--- config.mk ---
export PLATFORM = sky130hd
export DESIGN_NAME = ecpt_top
export DESIGN_NICKNAME = d
export VERILOG_FILES = /design/src/pkg/ecpt_pkg.sv /design/src/hdl/ecpt_top.sv
export SDC_FILE = /design/constraint.sdc
export NUM_CORES = 1
export LEC_CHECK = 0
export BUFFER_PORTS_ARGS = -buffer_cell sky130_fd_sc_hd__buf_4
export CAP_MARGIN = 10
export CORE_UTILIZATION = 53
export DETAILED_ROUTE_END_ITERATION = 10
export GPL_TIMING_DRIVEN = 0
export PLACE_DENSITY = 0.79
export SYNTH_ARGS = -nofsm -noshare
export SYNTH_HDL_FRONTEND = slang
export SYNTH_SLANG_ARGS = --single-unit
--- constraint.sdc ---
create_clock -name clk_sys -period 3.9 [get_ports clk_sys]
set_clock_uncertainty 0.2 [all_clocks]
set_input_delay 1.17 -clock clk_sys [delete_from_list [all_inputs] [get_ports clk_sys]]
set_output_delay 1.17 -clock clk_sys [all_outputs]
set_load 0.005 [all_outputs]
--- src/pkg/ecpt_pkg.sv ---
// constants and carrier types of the eight channel pwm timer
`default_nettype none
package ecpt_pkg;
  localparam int NCH = 8;
  localparam int NPAIR = 4;
  localparam int DW = 8;
  localparam int AW = 8;
  // register offsets; arrays take eight consecutive bytes
  localparam logic [7:0] OFF_ENABLE = 8'h00;
  localparam logic [7:0] OFF_POLARITY = 8'h01;
  localparam logic [7:0] OFF_CENTER = 8'h02;
  localparam logic [7:0] OFF_CONCAT = 8'h03;
  localparam logic [7:0] OFF_COUNT = 8'h08;
  localparam logic [7:0] OFF_PERIOD = 8'h10;
  localparam logic [7:0] OFF_DUTY = 8'h18;
  // reset values
  localparam logic [7:0] RST_CFG = 8'h00;
  localparam logic [3:0] RST_CONCAT = 4'h0;
  localparam logic [7:0] RST_PERIOD = 8'h00;
  localparam logic [7:0] RST_DUTY = 8'h00;
  localparam logic [7:0] RST_CNT = 8'h00;

  typedef struct packed {
    logic wr;
    logic rd;
    logic [AW-1:0] addr;
    logic [DW-1:0] wdata;
  } ecpt_req_s;
endpackage : ecpt_pkg
`default_nettype wire

--- src/hdl/ecpt_top.sv ---
// eight channel pwm timer with pair concatenation and register port
//
// Behaviour
// - eight channels, 8 bits each, own counter, free running waveform each
// - software sets period and duty per channel
// - duty covers 0 percent through 100 percent of period inclusive; center aligned with a period of all ones misses 100 percent by one clock
// - polarity bit picks whether duty portion drives high or low
// - each channel left aligned or center aligned (up/down triangle)
// - pairs 7/6, 5/4, 3/2, 1/0 each joinable into 16-bit channel
//
// Local design decisions: the placing of the registers and strobed register access.
`timescale 1ns/1ps
`default_nettype none
module ecpt_top
  import ecpt_pkg::*;
(
  // clock and reset
  input wire logic clk_sys,
  input wire logic rst_n,
  // register port
  input wire ecpt_req_s req,
  output logic [DW-1:0] rdata,
  // waveform pins
  output logic [NCH-1:0] pwm_out
);

  logic [NCH-1:0] en_reg, en_next;
  logic [NCH-1:0] pol_reg, pol_next;
  logic [NCH-1:0] ctr_reg, ctr_next;
  logic [NPAIR-1:0] cat_reg, cat_next;
  logic [DW-1:0] per_reg [NCH];
  logic [DW-1:0] per_next [NCH];
  logic [DW-1:0] duty_reg [NCH];
  logic [DW-1:0] duty_next [NCH];
  logic [DW-1:0] cnt_reg [NCH];
  logic [DW-1:0] cnt_next [NCH];
  logic [NCH-1:0] dir_reg, dir_next;
  logic [NCH-1:0] out_reg, out_next;
  logic [DW-1:0] rdata_reg, rdata_next;
  logic [16:0] s;
  logic act;
  logic [2:0] idx;

  assign idx = req.addr[2:0];
  assign rdata = rdata_reg;
  assign pwm_out = out_reg;

  // one counter step; returns {down, count}; width covers joined pairs
  function automatic logic [16:0] step(input logic [15:0] c,
                                       input logic [15:0] p,
                                       input logic ctr,
                                       input logic dn);
    logic [16:0] r;
    r = {dn, c};
    if (p == 16'h0000)
    begin
      r = 17'h0_0000;
    end
    else if (!ctr)
    begin
      // a period lowered under the count wraps at once
      if (c >= p - 16'h0001)
        r = 17'h0_0000;
      else
        r = {1'b0, c + 16'h0001};
    end
    else if (!dn)
    begin
      if (c < p)
        r = {1'b0, c + 16'h0001};
      else
        r = {1'b1, c - 16'h0001};
    end
    else
    begin
      if (c != 16'h0000)
        r = {1'b1, c - 16'h0001};
      else
        r = {1'b0, c + 16'h0001};
    end
    return r;
  endfunction : step

  // register file
  always_comb
  begin
    en_next = en_reg;
    pol_next = pol_reg;
    ctr_next = ctr_reg;
    cat_next = cat_reg;
    per_next = per_reg;
    duty_next = duty_reg;
    rdata_next = RST_CFG;
    if (req.wr)
    begin
      if (req.addr == OFF_ENABLE)
        en_next = req.wdata;
      else if (req.addr == OFF_POLARITY)
        pol_next = req.wdata;
      else if (req.addr == OFF_CENTER)
        ctr_next = req.wdata;
      else if (req.addr == OFF_CONCAT)
        cat_next = req.wdata[NPAIR-1:0];
      else if (req.addr[7:3] == OFF_PERIOD[7:3])
        per_next[idx] = req.wdata;
      else if (req.addr[7:3] == OFF_DUTY[7:3])
        duty_next[idx] = req.wdata;
    end
    if (req.rd)
    begin
      if (req.addr == OFF_ENABLE)
        rdata_next = en_reg;
      else if (req.addr == OFF_POLARITY)
        rdata_next = pol_reg;
      else if (req.addr == OFF_CENTER)
        rdata_next = ctr_reg;
      else if (req.addr == OFF_CONCAT)
        rdata_next = {4'h0, cat_reg};
      else if (req.addr[7:3] == OFF_COUNT[7:3])
        rdata_next = cnt_reg[idx];
      else if (req.addr[7:3] == OFF_PERIOD[7:3])
        rdata_next = per_reg[idx];
      else if (req.addr[7:3] == OFF_DUTY[7:3])
        rdata_next = duty_reg[idx];
    end
  end

  // counters and outputs, one pair at a time
  always_comb
  begin
    cnt_next = cnt_reg;
    dir_next = dir_reg;
    out_next = out_reg;
    s = 17'h0_0000;
    act = 1'b0;
    for (int p = 0; p < NPAIR; p++)
    begin
      if (cat_reg[p])
      begin
        // upper channel owns enable, polarity and alignment
        s = step({cnt_reg[2*p+1], cnt_reg[2*p]},
                 {per_reg[2*p+1], per_reg[2*p]},
                 ctr_reg[2*p+1], dir_reg[2*p+1]);
        act = {cnt_reg[2*p+1], cnt_reg[2*p]} <
              {duty_reg[2*p+1], duty_reg[2*p]};
        if (!en_reg[2*p+1])
          s = 17'h0_0000;
        {dir_next[2*p+1], cnt_next[2*p+1], cnt_next[2*p]} = s;
        dir_next[2*p] = 1'b0;
        out_next[2*p+1] = en_reg[2*p+1] ? (act ~^ pol_reg[2*p+1])
                                        : !pol_reg[2*p+1];
        out_next[2*p] = !pol_reg[2*p];
      end
      else
      begin
        for (int h = 0; h < 2; h++)
        begin
          s = step({8'h00, cnt_reg[2*p+h]}, {8'h00, per_reg[2*p+h]},
                   ctr_reg[2*p+h], dir_reg[2*p+h]);
          act = cnt_reg[2*p+h] < duty_reg[2*p+h];
          if (!en_reg[2*p+h])
            s = 17'h0_0000;
          dir_next[2*p+h] = s[16];
          cnt_next[2*p+h] = s[7:0];
          out_next[2*p+h] = en_reg[2*p+h] ? (act ~^ pol_reg[2*p+h])
                                          : !pol_reg[2*p+h];
        end
      end
    end
    // a write to a counter restarts it, whatever was written
    if (req.wr && req.addr[7:3] == OFF_COUNT[7:3])
    begin
      cnt_next[idx] = RST_CNT;
      dir_next[idx] = 1'b0;
    end
  end

  always_ff @(posedge clk_sys)
  begin
    if (!rst_n)
    begin
      en_reg <= RST_CFG;
      pol_reg <= RST_CFG;
      ctr_reg <= RST_CFG;
      cat_reg <= RST_CONCAT;
      dir_reg <= RST_CFG;
      out_reg <= ~RST_CFG;
      rdata_reg <= RST_CFG;
      for (int i = 0; i < NCH; i++)
      begin
        per_reg[i] <= RST_PERIOD;
        duty_reg[i] <= RST_DUTY;
        cnt_reg[i] <= RST_CNT;
      end
    end
    else
    begin
      en_reg <= en_next;
      pol_reg <= pol_next;
      ctr_reg <= ctr_next;
      cat_reg <= cat_next;
      dir_reg <= dir_next;
      out_reg <= out_next;
      rdata_reg <= rdata_next;
      per_reg <= per_next;
      duty_reg <= duty_next;
      cnt_reg <= cnt_next;
    end
  end

  // the lower pin of a joined pair parks at its own inactive level
  for (genvar g = 0; g < NPAIR; g++)
  begin : g_pair_chk

  end
endmodule : ecpt_top
`default_nettype wire

# Word level (Yosys, flattened, before mapping)
# Index checks and enable logic that the tools add are counted.
# op_classes
n_bitwise,22
n_addsub,36
mux,132
eq_ne,6
n_reduce_logical,43
n_lt_le_gt_ge,40
# op_table
operator,n
$mux W17,72
$sub A8 B1 Y9 const B,16
$bwmux W64,2
$ge A8 B16 Y1,8
$lt A16 B16 Y1,8
$lt A8 B8 Y1,16
$mux W16,8
$sub A16 B1 Y16 const B,8
$mux W8,15
$add A8 B1 Y9 const B,8
$bmux W8 S3,3
$logic_not A8 Y1,9
$mux W9,8
$add A16 B1 Y16 const B,4
$and A64 B64 Y64,1
$ge A16 B16 Y1,4
$logic_not A16 Y1,4
$mux W64,1
$not A64 Y64,1
$reduce_bool A16 Y1,4
$reduce_bool A8 Y1,8
$demux W8 S3,1
$eq A8 B2 Y1 const B,2
$mux W2,8
22 further kinds,60
# totals
in_bits,20
output_inout_bits,16
regBits,244
elab_cells,310

# Logic depth before layout (Yosys ltp)
# depth
word_depth,11
mapped_depth,17
depth_no_buf,16

# Worst setup path before layout
# OpenSTA, ideal clock, no wires.
# synth_path
kind,reg2reg
from,register per_reg[8] (netlist name)
to,register cnt_reg[3] (netlist name)
synth_period_minus_slack_ns,3.715
n_path_buf,0
stages_incl_launch_ff,16
t_arrival_ns,3.445
setup_time_ns,0.070
t_required_ns,3.630
path_slack_ns,0.185
path_cell_list,dfxtp_1 > inv_1 > ha_1 > or3b_2 > o21ai_0 > nand3_1 > nor3_1 > xnor2_1 > ha_1 > a21o_1 > a21oi_1 > a2bb2oi_1 > o21ai_0 > or3_1 > o2bb2a_1 > a21oi_1
# synth_via
elab_chain_cells,9
elab_cells_between_ends,13
cone_classes,add/sub (1); order compare (2); mux (8); bitwise (1); reduce/logical (1)
# synth_lines
element,line_no,text
from (decl),ecpt_top.sv:31,logic [DW-1:0] per_reg [NCH];
from (signal assigned),ecpt_top.sv:205,per_reg <= per_next;
$sub A16 B1 Y16 or $lt A16 B16 Y1 (tied branches),"ecpt_top.sv:62, ecpt_top.sv:69",
$ge A16 B16 Y1 or $mux W17 (tied branches),"ecpt_top.sv:62, ecpt_top.sv:69",
$mux W16 or $mux W17 (tied branches),"ecpt_top.sv:62, ecpt_top.sv:67",
$mux W17,ecpt_top.sv:59,else if (!ctr)
$mux W17 (*),ecpt_top.sv:55,if (p == 16'h0000)
$mux W17 (*),ecpt_top.sv:146,if (!en_reg[2*p+1])
$mux W16 (*),ecpt_top.sv:138,if (cat_reg[p])
$and A64 B64 Y64 (no source line),n/a,
$mux W64 (*),ecpt_top.sv:171,if (req.wr && req.addr[7:3] == OFF_COUNT[7:3])
to (signal assigned),ecpt_top.sv:207,cnt_reg <= cnt_next;
to (decl),ecpt_top.sv:35,logic [DW-1:0] cnt_reg [NCH];
# Mark *: on every way between the ends. The rest lies on a longest branch, timed or not.
# A chain may end at the register's enable or synchronous reset.

# Worst setup path in the final report
# layout_path
from,input req[8] (netlist name)
to,"register rdata_reg[6], in the netlist rdata[6]"
# layout_via
elab_chain_cells,11
elab_cells_between_ends,21
cone_classes,eq/ne (3); mux (16); bitwise (1); reduce/logical (1)
# layout_lines
element,line_no,text
from (decl),ecpt_top.sv:21,"input wire ecpt_req_s req,"
$not A3 Y4 (implied by the code),"ecpt_top.sv:120, ecpt_top.sv:122, ecpt_top.sv:124",
$bmux W8 S3,ecpt_top.sv:124,rdata_next = duty_reg[idx];
$mux W8 (implied by the code) (2 in series),ecpt_top.sv:124,
$mux W8,ecpt_top.sv:123,else if (req.addr[7:3] == OFF_DUTY[7:3])
$mux W8,ecpt_top.sv:121,else if (req.addr[7:3] == OFF_PERIOD[7:3])
$mux W8,ecpt_top.sv:119,else if (req.addr[7:3] == OFF_COUNT[7:3])
$mux W8,ecpt_top.sv:117,else if (req.addr == OFF_CONCAT)
$mux W8,ecpt_top.sv:115,else if (req.addr == OFF_CENTER)
$mux W8,ecpt_top.sv:113,else if (req.addr == OFF_POLARITY)
$mux W8 (*),ecpt_top.sv:111,if (req.addr == OFF_ENABLE)
to (signal assigned),ecpt_top.sv:204,rdata_reg <= rdata_next;
to (decl),ecpt_top.sv:39,"logic [DW-1:0] rdata_reg, rdata_next;"
# Mark *: on every way between the ends. The rest lies on a longest branch, timed or not. The select of a mux whose other input is x is not followed.

==> flow_metrics.env <==
export IMPL_synth_ff_type="dfxtp_1"
export IMPL_crit_fanout=10
export IMPL_ctsHoldBuffers=0
export IMPL_worst_pin_slew_ps=1340
export IMPL_synthArstFlopShare_pct=0
export IMPL_setup_tns_ps=-1288
export IMPL_arrival_ps=4260
export IMPL_chipHeight_um=203.9
export IMPL_rows=73
export IMPL_syn_cell_area_sq_um=21610
export IMPL_drt_iter0_drc=3130
export IMPL_cts_tree="done"
export IMPL_drcViolationCount=0
export IMPL_fin_crit_sh_pct=102.5
export IMPL_drt_total_wl_mm=97.37
export IMPL_syn_inst=2790
export IMPL_pre_cts_ws_ps=-1593
export IMPL_drtAntennaViolNets=0
export IMPL_path_cells="clkbuf_1 > or3_1 > clkbuf_1 > nor4_2 > buf_4 > clkbuf_1 > nand2_1 > a21oi_1"
export IMPL_totalPowerFinal_mw=6.083
export IMPL_routed_via_density=6.945
export IMPL_vdd_drop_max_mv=0.3806
export IMPL_violations="setup timing"
export IMPL_finish_instance_area_sq_um=24210
export IMPL_hold_start="duty_reg[4]$_SDFFE_PN0P_"
export IMPL_cp_data_required_time_ps=4170
export IMPL_timing_rr_start="per_reg[10]$_SDFFE_PN0P_"
export IMPL_numCtsBuffers=30
export IMPL_syn2layout_area_growth_pct=12.03
export IMPL_grt_pass1_vias=22310
export IMPL_seq_area_frac_synth_pct=22.60
export IMPL_maxCapViolations=0
export IMPL_status="finished, violations left"
export IMPL_die_x_um=203.9
export IMPL_finalWorstPathRequiredPeriod_ps=3997
export IMPL_end_kind="flop"
export IMPL_critPathBufInv=4
export IMPL_ctsLongestPathBuffers=3
export IMPL_critical_path_class="primary input to flop"
export IMPL_synth_cell_types=93
export IMPL_cp_startpoint="req[8]"
export IMPL_syn_avg_cell_area_sq_um=7.747
export IMPL_cp_slowest_stage_delay_ps=680
export IMPL_reg2reg_to="cnt_reg[7]$_SDFF_PN0_"
export IMPL_layout_common_cells="nand2_1, ha_1, dfxtp_1"
export IMPL_layout_nets=3147
export IMPL_vias=23770
export IMPL_rrSetupSlack_ps=50
export IMPL_ys_top_cells_by_area="dfxtp_1, ha_1, nand2_1"
export IMPL_start_util_pct=54.03
export IMPL_fmax_mhz=250.2
export IMPL_io_buffers=26
export IMPL_syn_nets=3067
export IMPL_wl_per_cell_um=28.45
export IMPL_antenna_found_initial=5
export IMPL_r2r_cells=14
export IMPL_hold_viol=0
export IMPL_cts_root_buf="clkbuf_16"
export IMPL_hpwlAfterDp_mm=73.82
export IMPL_grt_overflow=0
export IMPL_clkTransAtPathRegs_ps=70
export IMPL_grt_usage_pct=45.47
export IMPL_final_common_cell="nand2_1"
export IMPL_worst_slack_ps=-96.78
export IMPL_gp_congestion=1.067
export IMPL_ys_warn_count=0
export IMPL_placed_cell_area_sq_um=22490
export IMPL_final_core_util_pct=60.53
export IMPL_drive_above_1_share_pct=9.506
export IMPL_min_to="duty_reg[4]$_SDFFE_PN0P_"
export IMPL_firstDrtPassIters=8
export IMPL_setup_viol=53
export IMPL_hold_path_class="flop to flop"
export IMPL_crit_path_frequent_cell="clkbuf_1"
export IMPL_slew_limit_headroom_pct=10.69
export IMPL_p_per_area_nw_per_um2=251.2
export IMPL_clkLatencyLatePin_ps=600
export IMPL_coreArea_sq_um=40010
export IMPL_start_kind="primary input"
export IMPL_holdWs_ps=287.1
export IMPL_die_area_sq_um=41590
export IMPL_cts_max_level=1
export IMPL_cts_num_sinks=244
export IMPL_synth_edf_count=0
export IMPL_grt_pass1_wl_mm=140.9
export IMPL_whs_path_depth=2
export IMPL_placed_cells=3343
export IMPL_critPathTopFamily="buffers and inverters"
export IMPL_io_pins=36
export IMPL_netlist_area_leader_share_pct=22.60
export IMPL_rsz0062_at_grt="true"
export IMPL_fin_cells=3422
export IMPL_grt_max_degree=15
export IMPL_slowest_stage="clkbuf_1"
export IMPL_drv_slew=0
export IMPL_p_leak_nw=9.648
export IMPL_yosysTopAreaCell="dfxtp_1"
export IMPL_synth_seq_cells=244
worst register-to-register path: cells and delay by family, from the launching register on:
family,cells,cell delay [ps]
AO/OA/AOI/OAI,7,1350
XOR/XNOR,1,140
adder cells (fa/ha/maj),1,300
flip-flops,1,450
AND/OR/NAND/NOR,5,1340
cells by family (layout without fill, tap and decap cells):
| family | count (synthesis) | in the layout | share of synthesized area (%) |
|---|---|---|---|
| other | 0 | 4 | 0 |
| adders and majority gates | 257 | 257 | 14.88 |
| xor gates and xnor gates | 131 | 131 | 5.308 |
| and+or+nand+nor | 957 | 958 | 22.07 |
| buffers and inverters | 341 | 443 | 6.090 |
| muxes | 102 | 102 | 4.839 |
| AOI/OAI and AO/OA | 758 | 758 | 24.21 |
| DFF | 244 | 244 | 22.60 |
worst max-delay path by stage:
stage | endpoint | slack, ps | cells after the start
after floorplan | cnt_reg[3]$_SDFF_PN0_ | 180 | 15
after CTS | rdata[2]$_SDFF_PN0_ | 20 | 9
after global routing | cnt_reg[7]$_SDFF_PN0_ | -90 | 14
after detailed placement | rdata[2]$_SDFF_PN0_ | -1590 | 9
final | rdata[6]$_SDFF_PN0_ | -100 | 8
after global placement | en_reg[4]$_SDFFE_PN0P_ | -1870 | 7
what timing repair did:
item / 4_1_cts / 5_1_grt
buffers inserted: 11 / 18
resized for setup: 62 / 73
setup endpoints to repair: 138 / 124
gates cloned: 0 / 1
pin swaps: 6 / 32
synth_stat cells, drive strengths merged, types with 34 or more instances:
cell type  instances
nor2b             67
mux2i             91
xnor2            110
nand3            148
ha               257
a21oi            125
nand2            279
and3              40
o22ai             50
nor3              79
dfxtp            244
clkbuf           140
o21ai            137
nand4             43
a22oi             43
a21o              39
a21boi           119
inv              186
nor2             149
nand2b            34
routing by layer:
metal	up-vias	global-route usage [%]	part of all wire (%)
met4	2	24.25	6.0
met1	11350	59.01	39
met2	1675	69.84	43
li1	10340	-	-
met5	-	0	0.014
met3	397	10.32	12
final cells by class:
class	count	area [sq um]
Antenna cell	4	10.01
Sequential cell	244	4906
Fill cell	3531	15790
Multi-Input combinational cell	2206	15870
Buffer	145	596.8
Tap cell	525	656.9
Clock inverter	17	227.7
Inverter	186	701.9
Clock buffer	38	822.0
Timing Repair Buffer	57	425.4
report_power, final:
part	total (mW)	internal (mW)	leakage (nW)	switching [mW]
combinational	0.506	0.135	7.17	0.371
sequential	2.51	2.50	1.97	0.0159
clock	3.07	1.82	0.506	1.25
total	6.08	4.45	9.65	1.63
(Power assumes the default switching activity.)
